## src/fca_pkg.sv

```systemverilog
// Package of register map, field layout and encodings for the filter clock and converter trigger block.
`default_nettype none
package fca_pkg;
    // --------------------------------------------------------------
    // Register offsets
    // --------------------------------------------------------------
    localparam logic [3:0] OFS_FILTER_CTRL  = 4'h0;
    localparam logic [3:0] OFS_FILTER_DIV   = 4'h1;
    localparam logic [3:0] OFS_SENSOR_CTRL  = 4'h2;
    localparam logic [3:0] OFS_CONV_CTRL    = 4'h3;
    localparam logic [3:0] OFS_CONV_SRC     = 4'h4;
    localparam logic [3:0] OFS_RESULT_LOW   = 4'h5;
    localparam logic [3:0] OFS_RESULT_HIGH  = 4'h6;
    // --------------------------------------------------------------
    // Field positions
    // --------------------------------------------------------------
    localparam int BIT_READY      = 6;
    localparam int BIT_AUTO       = 5;
    localparam int BIT_PRE_LO     = 2;
    localparam int BIT_CUR_EN     = 7;
    localparam int BIT_BAT_EN     = 6;
    localparam int BIT_ACC_EN     = 5;
    localparam int BIT_START      = 7;
    localparam int BIT_BUSY       = 6;
    localparam int BIT_CONV_EN    = 5;
    localparam int BIT_FORMAT     = 4;
    localparam int BIT_FILT_FLAG  = 0;
    // --------------------------------------------------------------
    // Reset values, codes and counts
    // --------------------------------------------------------------
    localparam logic [7:0] RST_BYTE       = 8'h00;
    localparam logic [2:0] SRC_FILTER     = 3'h2;
    localparam logic [4:0] ACC_SAMPLES    = 5'h10;
    localparam logic [3:0] PRE_SHIFT_BASE = 4'h3;
    localparam logic [7:0] CTRL_MASK      = 8'h3c;
    localparam logic [7:0] SENSOR_MASK    = 8'hef;
    localparam int         CONV_CYCLES    = 16;

    // Register bus request carried as one bundle.
    typedef struct packed {
        logic       wr;
        logic       rd;
        logic [3:0] addr;
        logic [7:0] wdata;
    } fca_bus_req_t;

    // Converter conversion state.
    typedef enum logic [2:0] {
        FCA_IDLE = 3'b001,
        FCA_CONV = 3'b010,
        FCA_NEXT = 3'b100
    } fca_state_t;
endpackage
`default_nettype wire

```

## src/fca_filter_adc_ctrl.sv

```systemverilog
// Filter clock generator, ready detection and converter sequencing with its register file.
//
// Contract
// - Read-only filter ready flag in bit six.
// - Ready rising edge sets filter interrupt flag.
// - Auto-convert bit five starts conversion on ready.
// - Prescale codes 0..6 divide by 8..512.
// - Prescale code seven divides by 1024.
// - Divide value N divides by N+1.
// - Unused bits read as zero, except source register bits four to one, which read back as written.
// - Current source enable powers amplifier and reference.
// - Four-bit current reference select, sixteen steps.
// - Battery sense enable drives bias strings.
// - Accumulate mode sums sixteen conversions.
// - After sixteenth, clear busy, raise interrupt.
// - Normal mode gives one 12-bit result.
// - Source chosen by source and channel fields.
// - Auto mode forces filter output as input.
// - Newest conversion request takes priority.
// - Source code 010 routes filter output.
`default_nettype none
module fca_filter_adc_ctrl #(
    parameter int CONV_LEN = fca_pkg::CONV_CYCLES
) (
    input  wire logic                 i_clk,
    input  wire logic                 i_rst_b,
    input  wire fca_pkg::fca_bus_req_t i_bus,
    output logic [7:0]                o_rdata,
    input  wire logic                 i_filter_ready,
    input  wire logic [11:0]          i_adc_sample,
    output logic                      o_filter_clk,
    output logic                      o_filter_irq,
    output logic                      o_adc_irq,
    output logic                      o_adc_sample_strobe,
    output logic [2:0]                o_adc_source_sel,
    output logic [3:0]                o_adc_channel_sel,
    output logic                      o_current_source_enable,
    output logic [3:0]                o_current_ref_voltage_sel,
    output logic                      o_battery_sense_enable
);
    // --------------------------------------------------------------
    // Registers written by software and state held by hardware
    // --------------------------------------------------------------
    logic [7:0]  filter_ctrl_reg;
    logic [7:0]  filter_div_reg;
    logic [7:0]  sensor_ctrl_reg;
    logic [7:0]  conv_ctrl_reg;
    logic [7:0]  conv_src_reg;
    logic        filter_flag_reg;
    logic        adc_flag_reg;
    logic        busy_reg;
    logic [15:0] result_reg;
    logic [15:0] acc_reg;
    logic [4:0]  sample_cnt_reg;
    logic [7:0]  conv_cnt_reg;
    logic [9:0]  pre_cnt_reg;
    logic [7:0]  div_cnt_reg;
    logic        fclk_reg;
    logic        rdy_meta_reg;
    logic        rdy_sync_reg;
    logic        rdy_prev_reg;
    logic        start_pend_reg;
    logic        start_dly_reg;
    fca_pkg::fca_state_t state_reg;

    logic        wr_ctrl;
    logic        ready_rise;
    logic        sw_start;
    logic        new_start;
    logic        conv_done;
    logic        acc_mode;
    logic [9:0]  pre_top;
    logic        pre_tick;
    logic [15:0] acc_next;

    assign wr_ctrl  = i_bus.wr && (i_bus.addr == fca_pkg::OFS_CONV_CTRL);
    assign acc_mode = sensor_ctrl_reg[fca_pkg::BIT_ACC_EN];

    // Control registers; reserved bits of filter and sensor control are masked so they read back zero.
    // filter and sensor reserved bits zero
    always_ff @(posedge i_clk or negedge i_rst_b)
    begin
        if (!i_rst_b)
        begin
            filter_ctrl_reg <= fca_pkg::RST_BYTE;
            filter_div_reg  <= fca_pkg::RST_BYTE;
            sensor_ctrl_reg <= fca_pkg::RST_BYTE;
            conv_src_reg    <= fca_pkg::RST_BYTE;
        end
        else if (i_bus.wr)
        begin
            case (i_bus.addr)
                fca_pkg::OFS_FILTER_CTRL: filter_ctrl_reg <= i_bus.wdata & fca_pkg::CTRL_MASK;
                fca_pkg::OFS_FILTER_DIV:  filter_div_reg  <= i_bus.wdata;
                fca_pkg::OFS_SENSOR_CTRL: sensor_ctrl_reg <= i_bus.wdata & fca_pkg::SENSOR_MASK;
                fca_pkg::OFS_CONV_SRC:    conv_src_reg    <= i_bus.wdata;
                default:                  filter_ctrl_reg <= filter_ctrl_reg;
            endcase
        end
    end

    // Converter control; the start bit stays as written, busy is hardware-owned.
    always_ff @(posedge i_clk or negedge i_rst_b)
    begin
        if (!i_rst_b)
            conv_ctrl_reg <= fca_pkg::RST_BYTE;
        else if (wr_ctrl)
            conv_ctrl_reg <= i_bus.wdata;
    end

    // Start fires on the high-to-low edge of the start bit, so a write of one then zero starts.
    assign sw_start = wr_ctrl && conv_ctrl_reg[fca_pkg::BIT_START] && !i_bus.wdata[fca_pkg::BIT_START];

    // --------------------------------------------------------------
    // Filter clock: prescaler then N+1 divider
    // --------------------------------------------------------------
    // prescale by 4..512; the output toggle doubles it to 8..1024
    assign pre_top  = 10'((11'h1 << (filter_ctrl_reg[4:2] + fca_pkg::PRE_SHIFT_BASE - 4'h1)) - 11'h1);
    assign pre_tick = (pre_cnt_reg >= pre_top);

    always_ff @(posedge i_clk or negedge i_rst_b)
    begin
        if (!i_rst_b)
            pre_cnt_reg <= 10'h000;
        else if (pre_tick)
            pre_cnt_reg <= 10'h000;
        else
            pre_cnt_reg <= pre_cnt_reg + 10'h001;
    end

    // The output toggles on each divided tick, so the prescaler ticks at twice the base rate.
    // divide by N plus one
    always_ff @(posedge i_clk or negedge i_rst_b)
    begin
        if (!i_rst_b)
        begin
            div_cnt_reg <= 8'h00;
            fclk_reg    <= 1'b0;
        end
        else if (pre_tick)
        begin
            if (div_cnt_reg >= filter_div_reg)
            begin
                div_cnt_reg <= 8'h00;
                fclk_reg    <= !fclk_reg;
            end
            else
                div_cnt_reg <= div_cnt_reg + 8'h01;
        end
    end

    // --------------------------------------------------------------
    // Ready detection and filter interrupt flag
    // --------------------------------------------------------------
    // Ready comes from the analog side, so it is synchronised before any edge logic sees it.
    always_ff @(posedge i_clk or negedge i_rst_b)
    begin
        if (!i_rst_b)
        begin
            rdy_meta_reg <= 1'b0;
            rdy_sync_reg <= 1'b0;
            rdy_prev_reg <= 1'b0;
        end
        else
        begin
            rdy_meta_reg <= i_filter_ready;
            rdy_sync_reg <= rdy_meta_reg;
            rdy_prev_reg <= rdy_sync_reg;
        end
    end

    assign ready_rise = rdy_sync_reg && !rdy_prev_reg;

    // Flag clears by writing one to it; a simultaneous edge wins over the clear.
    // set interrupt flag
    always_ff @(posedge i_clk or negedge i_rst_b)
    begin
        if (!i_rst_b)
            filter_flag_reg <= 1'b0;
        else if (ready_rise)
            filter_flag_reg <= 1'b1;
        else if (i_bus.wr && i_bus.addr == fca_pkg::OFS_CONV_SRC && i_bus.wdata[fca_pkg::BIT_FILT_FLAG])
            filter_flag_reg <= 1'b0;
    end

    // --------------------------------------------------------------
    // Conversion sequencer
    // --------------------------------------------------------------
    // auto trigger on ready
    assign new_start = conv_ctrl_reg[fca_pkg::BIT_CONV_EN]
                       && (sw_start || (ready_rise && filter_ctrl_reg[fca_pkg::BIT_AUTO]));
    assign conv_done = (state_reg == fca_pkg::FCA_CONV) && (conv_cnt_reg == 8'(CONV_LEN - 1));
    assign acc_next  = acc_reg + {4'h0, i_adc_sample};

    always_ff @(posedge i_clk or negedge i_rst_b)
    begin
        if (!i_rst_b)
        begin
            start_pend_reg <= 1'b0;
            start_dly_reg  <= 1'b0;
        end
        else
        begin
            start_pend_reg <= new_start;
            start_dly_reg  <= start_pend_reg;
        end
    end

    always_ff @(posedge i_clk or negedge i_rst_b)
    begin
        if (!i_rst_b)
        begin
            state_reg      <= fca_pkg::FCA_IDLE;
            busy_reg       <= 1'b0;
            conv_cnt_reg   <= 8'h00;
            sample_cnt_reg <= 5'h00;
            acc_reg        <= 16'h0000;
            result_reg     <= 16'h0000;
            adc_flag_reg   <= 1'b0;
        end
        else
        begin
            adc_flag_reg <= 1'b0;
            if (new_start)
            begin
                state_reg      <= fca_pkg::FCA_CONV;
                busy_reg       <= 1'b1;
                conv_cnt_reg   <= 8'h00;
                sample_cnt_reg <= 5'h00;
                acc_reg        <= 16'h0000;
            end
            else if (!conv_ctrl_reg[fca_pkg::BIT_CONV_EN])
            begin
                state_reg <= fca_pkg::FCA_IDLE;
                busy_reg  <= 1'b0;
            end
            else
            begin
                case (state_reg)
                    fca_pkg::FCA_IDLE:
                        conv_cnt_reg <= 8'h00;
                    fca_pkg::FCA_CONV:
                    begin
                        // The sample stands only in the strobe cycle, so it is summed there.
                        if (conv_done)
                        begin
                            state_reg <= fca_pkg::FCA_NEXT;
                            acc_reg   <= acc_next;
                        end
                        else
                            conv_cnt_reg <= conv_cnt_reg + 8'h01;
                    end
                    fca_pkg::FCA_NEXT:
                    begin
                        conv_cnt_reg <= 8'h00;
                        if (acc_mode && (sample_cnt_reg != fca_pkg::ACC_SAMPLES - 5'h01))
                        begin
                            sample_cnt_reg <= sample_cnt_reg + 5'h01;
                            state_reg      <= fca_pkg::FCA_CONV;
                        end
                        else
                        begin
                            result_reg   <= acc_mode ? acc_reg : {4'h0, acc_reg[11:0]};
                            busy_reg     <= 1'b0;
                            adc_flag_reg <= 1'b1;
                            state_reg    <= fca_pkg::FCA_IDLE;
                        end
                    end
                    default:
                        state_reg <= fca_pkg::FCA_IDLE;
                endcase
            end
        end
    end

    // --------------------------------------------------------------
    // Outputs and read port
    // --------------------------------------------------------------
    // auto mode forces filter
    always_ff @(posedge i_clk or negedge i_rst_b)
    begin
        if (!i_rst_b)
        begin
            o_adc_source_sel  <= 3'h0;
            o_adc_channel_sel <= 4'h0;
        end
        else
        begin
            o_adc_source_sel  <= filter_ctrl_reg[fca_pkg::BIT_AUTO] ? fca_pkg::SRC_FILTER : conv_src_reg[7:5];
            o_adc_channel_sel <= conv_ctrl_reg[3:0];
        end
    end

    assign o_current_source_enable   = sensor_ctrl_reg[fca_pkg::BIT_CUR_EN];
    assign o_current_ref_voltage_sel = sensor_ctrl_reg[3:0];
    assign o_battery_sense_enable    = sensor_ctrl_reg[fca_pkg::BIT_BAT_EN];
    assign o_filter_clk              = fclk_reg;
    assign o_filter_irq              = filter_flag_reg;
    assign o_adc_irq                 = adc_flag_reg;
    assign o_adc_sample_strobe       = conv_done;

    // Result format follows accumulate mode and the format bit; unused bits read zero except source register bits 4:1.
    // ready flag in bit six
    always_ff @(posedge i_clk or negedge i_rst_b)
    begin
        if (!i_rst_b)
            o_rdata <= 8'h00;
        else if (i_bus.rd)
        begin
            case (i_bus.addr)
                fca_pkg::OFS_FILTER_CTRL: o_rdata <= {1'b0, rdy_sync_reg, filter_ctrl_reg[5:0]};
                fca_pkg::OFS_FILTER_DIV:  o_rdata <= filter_div_reg;
                fca_pkg::OFS_SENSOR_CTRL: o_rdata <= sensor_ctrl_reg;
                fca_pkg::OFS_CONV_CTRL:   o_rdata <= {conv_ctrl_reg[7], busy_reg, conv_ctrl_reg[5:0]};
                fca_pkg::OFS_CONV_SRC:    o_rdata <= {conv_src_reg[7:1], filter_flag_reg};
                fca_pkg::OFS_RESULT_LOW:
                    o_rdata <= (acc_mode || conv_ctrl_reg[fca_pkg::BIT_FORMAT]) ? result_reg[7:0]
                                                                              : {result_reg[3:0], 4'h0};
                fca_pkg::OFS_RESULT_HIGH:
                    o_rdata <= (acc_mode || conv_ctrl_reg[fca_pkg::BIT_FORMAT]) ? result_reg[15:8]
                                                                              : result_reg[11:4];
                default:                  o_rdata <= 8'h00;
            endcase
        end
        else
            o_rdata <= 8'h00;
    end
endmodule
`default_nettype wire

```

## config.mk

```make
export PLATFORM = sky130hd
export DESIGN_NAME = fca_filter_adc_ctrl
export DESIGN_NICKNAME = d
export VERILOG_FILES = /design/src/fca_pkg.sv /design/src/fca_filter_adc_ctrl.sv
export SDC_FILE = /design/constraint.sdc
export NUM_CORES = 1
export LEC_CHECK = 0
export ABC_AREA = 1
export BUFFER_PORTS_ARGS = -buffer_cell sky130_fd_sc_hd__buf_2
export CAP_MARGIN = 20
export CORE_ASPECT_RATIO = 1.75
export CORE_MARGIN = 8
export CORE_UTILIZATION = 50
export DETAILED_ROUTE_END_ITERATION = 7
export PLACE_DENSITY = 0.68
export SLEW_MARGIN = 40
export SYNTH_ARGS = -nofsm -noshare
export SYNTH_HDL_FRONTEND = slang
export SYNTH_SLANG_ARGS = --single-unit
```

## constraint.sdc

```tcl
create_clock -name i_clk -period 5.8 [get_ports i_clk]
set_clock_uncertainty 0.2 [all_clocks]
set_input_delay 1.45 -clock i_clk [delete_from_list [all_inputs] [get_ports i_clk]]
set_output_delay 1.45 -clock i_clk [all_outputs]
set_load 0.02 [all_outputs]
```

# Word level (Yosys, flattened, before mapping)
# Cells that the tools add are included.
[word_totals]
regBits = 123
latchBits = 0
ramBits = 0
mem_bits_ro = 0
in_bits = 29
out_inout_bits = 25
word_cells = 121
n_memories = 0
[classes]
n_addsub = 8
multipliers = 0
n_div = 0
n_lt_le_gt_ge = 2
eq_ne = 16
n_shift = 1
mux = 35
n_bitwise = 2
reduce_logical = 35
[ops]
columns = ["op", "n"]
rows = [
  ["two-way mux 16 bit", 5],
  ["two-way mux 8 bit", 7],
  ["case mux 8 bit (7 select lines)", 1],
  ["two-way mux 5 bit", 4],
  ["adder 16 x 12 -> 16 bit", 1],
  ["adder 8 x 1 -> 8 bit (second input constant)", 2],
  ["case mux 8 bit (2 select lines)", 1],
  ["AND reduction 2 bit", 7],
  ["== test 4 x 3 -> 1 bit (second input constant)", 3],
  ["two-way mux 3 bit", 4],
  ["nonzero test 2 bit", 6],
  ["adder 10 x 1 -> 10 bit (second input constant)", 1],
  [">= comparator 10 bit", 1],
  ["logical AND 1 bit", 10],
  ["two-way mux 1 bit", 10],
  ["two-way mux 10 bit", 1],
  ["left shift 1 x 4 -> 10 bit (first input constant)", 1],
  ["subtractor 10 x 1 -> 10 bit (second input constant)", 1],
  ["inequality test 3 bit (second input constant)", 3],
  ["case mux 3 bit (3 select lines)", 1],
  ["AND reduction 3 bit", 3],
  ["== test 4 x 2 -> 1 bit (second input constant)", 2],
  ["== test 8 x 4 -> 1 bit (second input constant)", 1],
  [">= comparator 8 bit", 1],
  ["other kinds (18)", 22],
]

# Logic depth before layout (Yosys ltp)
# Gate-level depths: netlist of run 1.
[depth]
word_depth = 8
ltp_mapped = 17
mapped_depth_nobuf = 16

# Worst setup path after synthesis of run 1
# Ideal clock, no wire load.
[synth_path]
kind = "register to register"
from = "register filter_ctrl_reg[3]"
to = "register div_cnt_reg[2]"
setup_ns = 0.065
arrival_time_ns = 2.722
t_required_ns = 5.535
path_slack_ns = 2.813
stages_incl_launch_ff = 17
n_path_buf = 2
period_less_slack_ns = 2.987
cell_sequence = "dfrtp_1 ha_1 nor2_1 nand3_1 ha_1 nand2_1 nor2_1 xnor2_1 ha_1 nand2_1 nor2_1 nand3_1 nand3_1 buf_2 buf_2 nand3_1 nand2_1"
[synth_via]
elab_chain_len = 5
[synth_lines]
columns = ["element", "line_no", "rtl"]
rows = [
  ["start, declared", "fca_filter_adc_ctrl.sv:44", "logic [7:0] filter_ctrl_reg;"],
  ["start signal, assigned", "fca_filter_adc_ctrl.sv:85", "filter_ctrl_reg <= fca_pkg::RST_BYTE;"],
  ["start signal, assigned", "fca_filter_adc_ctrl.sv:93", "fca_pkg::OFS_FILTER_CTRL: filter_ctrl_reg <= i_bus.wdata & fca_pkg::CTRL_MASK;"],
  ["start signal, assigned", "fca_filter_adc_ctrl.sv:97", "default: filter_ctrl_reg <= filter_ctrl_reg;"],
  ["adder 3 x 2 -> 4 bit", "fca_filter_adc_ctrl.sv:118", "assign pre_top = 10'((11'h1 << (filter_ctrl_reg[4:2] + fca_pkg::PRE_SHIFT_BASE - 4'h1)) - 11'h1);"],
  ["subtractor 4 x 1 -> 4 bit", "fca_filter_adc_ctrl.sv:118", ""],
  ["left shift 1 x 4 -> 10 bit", "fca_filter_adc_ctrl.sv:118", ""],
  ["subtractor 10 x 1 -> 10 bit", "fca_filter_adc_ctrl.sv:118", ""],
  [">= comparator 10 bit", "fca_filter_adc_ctrl.sv:119", "assign pre_tick = (pre_cnt_reg >= pre_top);"],
  ["end signal, assigned", "fca_filter_adc_ctrl.sv:148", "div_cnt_reg <= div_cnt_reg + 8'h01;"],
  ["end, declared", "fca_filter_adc_ctrl.sv:57", "logic [7:0] div_cnt_reg;"],
]
# Every way passes these cells.
# A chain may end at the register's enable or synchronous reset.

# Worst setup path after layout of run 1
[layout_path]
from = "register filter_ctrl_reg[3]"
to = "register pre_cnt_reg[3]"
[layout_via]
elab_chain_len = 6
[layout_lines]
columns = ["element", "line_no", "rtl"]
rows = [
  ["adder 3 x 2 -> 4 bit", "fca_filter_adc_ctrl.sv:118", ""],
  ["subtractor 4 x 1 -> 4 bit", "fca_filter_adc_ctrl.sv:118", ""],
  ["left shift 1 x 4 -> 10 bit", "fca_filter_adc_ctrl.sv:118", ""],
  ["subtractor 10 x 1 -> 10 bit", "fca_filter_adc_ctrl.sv:118", ""],
  [">= comparator 10 bit", "fca_filter_adc_ctrl.sv:119", ""],
  ["two-way mux 10 bit", "fca_filter_adc_ctrl.sv:125", "else if (pre_tick)"],
  ["end signal, assigned", "fca_filter_adc_ctrl.sv:128", "pre_cnt_reg <= pre_cnt_reg + 10'h001;"],
  ["end, declared", "fca_filter_adc_ctrl.sv:56", "logic [9:0] pre_cnt_reg;"],
]
# Every way passes these cells.

==> out/metrics.cfg, run 1 <==
[global_routing]
grt_usage_pct=18.9
top_usage_layer=met2
use_met1_pct=19.1
grt-ovfl-total=0
grt_max_degree=50
groute.layer.met3.usage_pct=3.95
grt_pass1_vias=5598
grt_use_met2_pct=35.0
antenna_found_initial=2
grt_pass1_wl_mm=26.6

[timing]
rsz0062_at_grt=no
worst_pin_slew_ns=0.708
slew_headroom_pct=52.7
timing.hold.ws_ns=0.152
setup_viol=0
min_period_ns=3.80
fin_tns_setup_ns=0
final-hold-violation-count=0
layout_setup_ws_ns=2.00
maxSlewViolCount=0
fmax_ghz=0.263
min_period_over_period_pct=65.6

[synthesis]
ys_seq_area_share_pct=45.2
synth_top_family_by_area=simple AND/OR/NAND/NOR gates
synth.distinct_cells=41
synth_nets=915
syn_inst=848
muxShareOfSynthArea_pct=0.299
syn_area_mm2=0.00671
yosys.area_share.adder_pct=7.20
yosys.area_share.simple_pct=24.9
async_flop_share_pct=100
syn_area_per_cell_um2=7.91
dominantRegCellSynth=dfrtp_1
synth_compound_area_share_pct=11.0
synth_warnings=0
synth_edf_count=0
synth_xor_area_share_pct=3.26
synth-seq-cells=121

[clock_network]
postCtsHoldBufs=0
cts.sinks=121
cts_buffers=17
clockBufferDepth=2
post-cts-setup-buffers=0
path_clk_slew_ns=0.05
root_buffer=clkbuf_16
cts_tree=yes
clk_latency_ns=0.42
cts_resized=0
cts.htree.levels=4

[placed_design]
hpwlAfterDp_mm=12.2
placed_area_mm2=0.00708
numPortBuffers=53
dpl_worst_slack_ns=1.99
dp.cells=1058
place_congestion=0.865

[setup_path]
cp_max_fo=20
cp-start-kind=flop
cp.required_ns=5.93
cp_top_family=simple AND/OR/NAND/NOR gates
cpPeakStageDelay_ns=0.50
crit_path_end_kind=flop
arrival_ns=3.94
path_class=flop to flop
cp_slowest_cell=nand3_1
critPathBufInv=1
crit_chain=ha_1 > nor2_1 > nand3_1 > ha_1 > nand2_1 > nor2_1 > xnor2_1 > ha_1 > nand2_1 > nor2_1 > nand3_1 > nand3_1 > inv_1 > o21ai_0 > a21oi_1

[die]
core_mm2=0.0132
initial_core_util_pct=50.6
chipHeight_um=169
die-area_mm2=0.0175
rows=56
die_x_um=104
io_pins=54

[pwr]
total_power_mw=2.69
cellLeakagePower_nw=4.10
p_per_area_mw_per_mm2=350
vdd_drop_max_uv=206

[routing]
drt_wl_total_mm=16.0
dr.pass1.iters=5
drt_iter0_markers=234
routed_via_density=5.11
post-route-drc-count=0
wire_per_inst_um=14.7
antenna_left=0
routed-via-count=5570

[layout]
drive_gt1_share_pct=11.1
nets=970
stdcell_count=1090
finalCoreUtilization_pct=58.1
syn_to_final_growth_pct=14.7
final_cell_area_mm2=0.00769

[flow_run]
drv_cap=0

[status]
outcome=completed

[worst_hold_path]
hold_class=flop to flop

routing by layer:
layer  part of all wire, %  wire length, um
met1                    38             6120
met2                    54             8660
met3                   3.5              564
met4                   4.0              638
met5                 0.063               10
cell usage after synthesis, drive strengths merged (3+ instances only):
cell,number,area [um^2]
o21a,3,22.5
o22ai,7,43.8
o221ai,3,26.3
xnor2,6,52.6
nor3,9,50.1
o21ai,81,409
nand4,17,119
buf,17,119
a21oi,33,165
nor2,81,317
ha,37,463
xor2,19,166
nand3,42,220
inv,113,424
nand2,240,928
dfrtp,120,3000
final timing paths:
check | start | endpoint | slack [ns] | depth (start not counted)
setup / recovery | filter_ctrl_reg[3] | pre_cnt_reg[3] | 2.00 | 15
setup reg to reg | filter_ctrl_reg[3] | pre_cnt_reg[3] | 2.00 | 15
hold reg to reg | rdy_meta_reg | rdy_sync_reg | 0.15 | 0
min in group asynchronous | i_rst_b | pre_cnt_reg[8] | 0.85 | 1
hold / removal | rdy_meta_reg | rdy_sync_reg | 0.15 | 0
max in group asynchronous | i_rst_b | result_reg[11] | 3.58 | 2
placed cells by master (no fill, tap or decap), types with 3 or more instances in the layout:
cell       Yosys  layout
xnor2_1        6       6
a21oi_1       33      33
o21ai_0       68      68
o221ai_1       3       3
nand3_1       40      40
o21a_1         3       3
o22ai_1        7       7
inv_1        109     109
nand2_4        3       3
nor3_1         8       8
dfrtp_1      120     120
clkbuf_1       2       3
clkbuf_16      0      17
bufinv_16      0       3
inv_2          4       4
buf_4          6       3
xor2_1        19      19
buf_2          8      52
clkbuf_8       0       4
ha_1          37      37
o21ai_1       12      12
nand4_1       15      15
nand2_1      235     235
nor2_1        78      78
layout make-up:
type | count | area, um^2
Antenna cell | 1 | 2.50
Clock buffer | 24 | 492
Clock inverter | 7 | 115
Fill cell | 1233 | 5550
Inverter | 113 | 424
Multi-Input combinational cell | 595 | 3130
Sequential cell | 121 | 3030
Tap cell | 174 | 218
Timing Repair Buffer | 55 | 283
kinds of logic (layout without fill, tap and decap cells):
kind of cell / count (synthesis) / count (layout)
other: 0 / 1
AND/OR/NAND/NOR: 394 / 394
flip-flops: 121 / 121
buffers and inverters: 132 / 199
adder cells (fa/ha/maj): 38 / 38
multiplexers: 2 / 2
AO/OA/AOI/OAI: 136 / 136
XOR/XNOR: 25 / 25
power by group:
part	total, mW	internal, mW	switching (mW)	leakage [nW]
combinational	0.555	0.191	0.364	2.21
sequential	1.05	0.950	0.0972	1.61
clock	1.09	0.717	0.369	0.292
total	2.69	1.86	0.830	4.10
No activity file was read; power rests on OpenSTA's default activity.
==> run 2: changes to the inputs <==
- PLACE_DENSITY: 0.68 -> 0.71
- clock period: 5.8 -> 3.12 ns (I/O delays scaled with it)
==> out/metrics.cfg, run 2 (synthesized netlist as in run 1, its figures left out) <==
[status]
outcome=completed

[placed_design]
numPortBuffers=53
hpwlAfterDp_mm=12.1
place_congestion=0.844

[routing]
wire_per_inst_um=14.8
drt_wl_total_mm=16.2
dr.pass1.iters=5
antenna_left=0
routed_via_density=5.19
drt_iter0_markers=319
post-route-drc-count=0
routed-via-count=5678

[global_routing]
antenna_found_initial=2
grt-ovfl-total=0
grt_pass1_wl_mm=27.3
grt_usage_pct=19.3
grt_max_degree=122
grt_pass1_vias=5697

[clock_network]
cts.sinks=121
postCtsHoldBufs=0
cts.htree.levels=4
post-cts-setup-buffers=0
cts_tree=yes
root_buffer=clkbuf_16
path_clk_slew_ns=0.06
clockBufferDepth=2
cts_buffers=17
clk_latency_ns=0.41

[pwr]
p_per_area_mw_per_mm2=637
vdd_drop_max_uv=282
total_power_mw=4.91
cellLeakagePower_nw=4.11

[layout]
syn_to_final_growth_pct=14.9
final_common_cell=nand2_1
nets=976
final_cell_mix=nand2_1, dfrtp_1, inv_1
diodes=0
drive_gt1_share_pct=12.3

[die]
initial_core_util_pct=50.6
die-area_mm2=0.0175
die_x_um=104
core_mm2=0.0132
chipHeight_um=169
io_pins=54
rows=56

[timing]
fmax_ghz=0.341
slew_headroom_pct=51.3
maxSlewViolCount=0
worst_pin_slew_ns=0.730
fin_tns_setup_ns=0
rsz0062_at_grt=no
setup_viol=0
final-hold-violation-count=0
min_period_over_period_pct=94.0
min_period_ns=2.93

[setup_path]
cpPeakStageDelay_ns=0.40
path_class=flop to flop
crit_path_end_kind=flop
cp_slowest_cell=dfrtp_1
cp.required_ns=3.22
arrival_ns=3.03
cp-start-kind=flop
cp_max_fo=13
crit_chain=ha_1 > nor2_2 > nand3_1 > ha_1 > nand2_2 > nor2_1 > xnor2_1 > ha_1 > nand2_1 > nor2_1 > nand3_1 > nand3_2 > buf_12 > nand2_1 > nand2_1 > nor2_1

[worst_hold_path]
hold_class=flop to flop

[flow_run]
drv_cap=0

-- run 2: cell count changes in the layout (fill, tap and decap cells not counted), sizes merged --
cell	delta
bufinv	-2
diode	-1
clkinv	+4
buf	+6
clkinvlp	+2
clkbuf	-4
-- run 2: layout make-up --
type / count / area [um^2]
multi-input cells: 595 / 3140
flip-flops and latches: 121 / 3030
repair buffers: 61 / 353
clock buffers: 20 / 447
fillers: 1264 / 5530
inverters: 113 / 424
clock inverters: 11 / 101
well taps: 174 / 218
-- run 2: metrics by stage --
| stage | cell area [um^2] | cells | worst slack, ns | util, % | hold slack (ns) |
|---|---|---|---|---|---|
| floorplan | 6710 | 848 | 0.133 | - | 0.131 |
| global placement | 7150 | 1064 | 0.140 | 54.0 | 0.132 |
| detailed placement | 7150 | 1064 | 0.0603 | 54.0 | 0.140 |
| CTS | 7700 | 1095 | 0.0218 | 58.1 | 0.154 |
| global route | 7710 | 1095 | 0.00954 | 58.2 | 0.168 |
| finish | 7710 | 1095 | 0.188 | 58.2 | 0.152 |
-- run 2: final timing paths --
kind | end | from | slack, ns | cells past startpoint
max in group asynchronous | filter_div_reg[4] | i_rst_b | 1.91 | 2
worst min-delay path | rdy_sync_reg | rdy_meta_reg | 0.15 | 0
worst max-delay path | div_cnt_reg[5] | filter_ctrl_reg[4] | 0.19 | 16
worst max register to register | div_cnt_reg[5] | filter_ctrl_reg[4] | 0.19 | 16
min in group asynchronous | pre_cnt_reg[8] | i_rst_b | 0.19 | 2
worst min register to register | rdy_sync_reg | rdy_meta_reg | 0.15 | 0
-- run 2: repair_timing --
action,4_1_cts,5_1_grt
resized for setup,0,4
setup endpoints to repair,0,16
endpoints found under the hold margin,0,0
-- run 2: worst max-delay path: cells and delay by family (launching register included) --
kind / cells / cell delay [ns]
xor gates and xnor gates: 1 / 0.14
DFF: 1 / 0.40
buffers and inverters: 1 / 0.14
and+or+nand+nor: 11 / 1.10
adders and majority gates: 3 / 0.86
-- run 2: per-layer routing --
metal,share of wire [%],global-route usage (%),wire [um],up-vias
met5,0.14,0,23,-
met4,2.5,8.93,403,4
met3,3.2,4.14,513,34
met2,55,35.7,8920,114
met1,39,20.3,6360,2669
li1,-,-,-,2857
-- run 2: where the power goes --
group,switching [mW],internal (mW)
sequential,0.180,1.77
combinational,0.719,0.421
clock,0.716,1.11
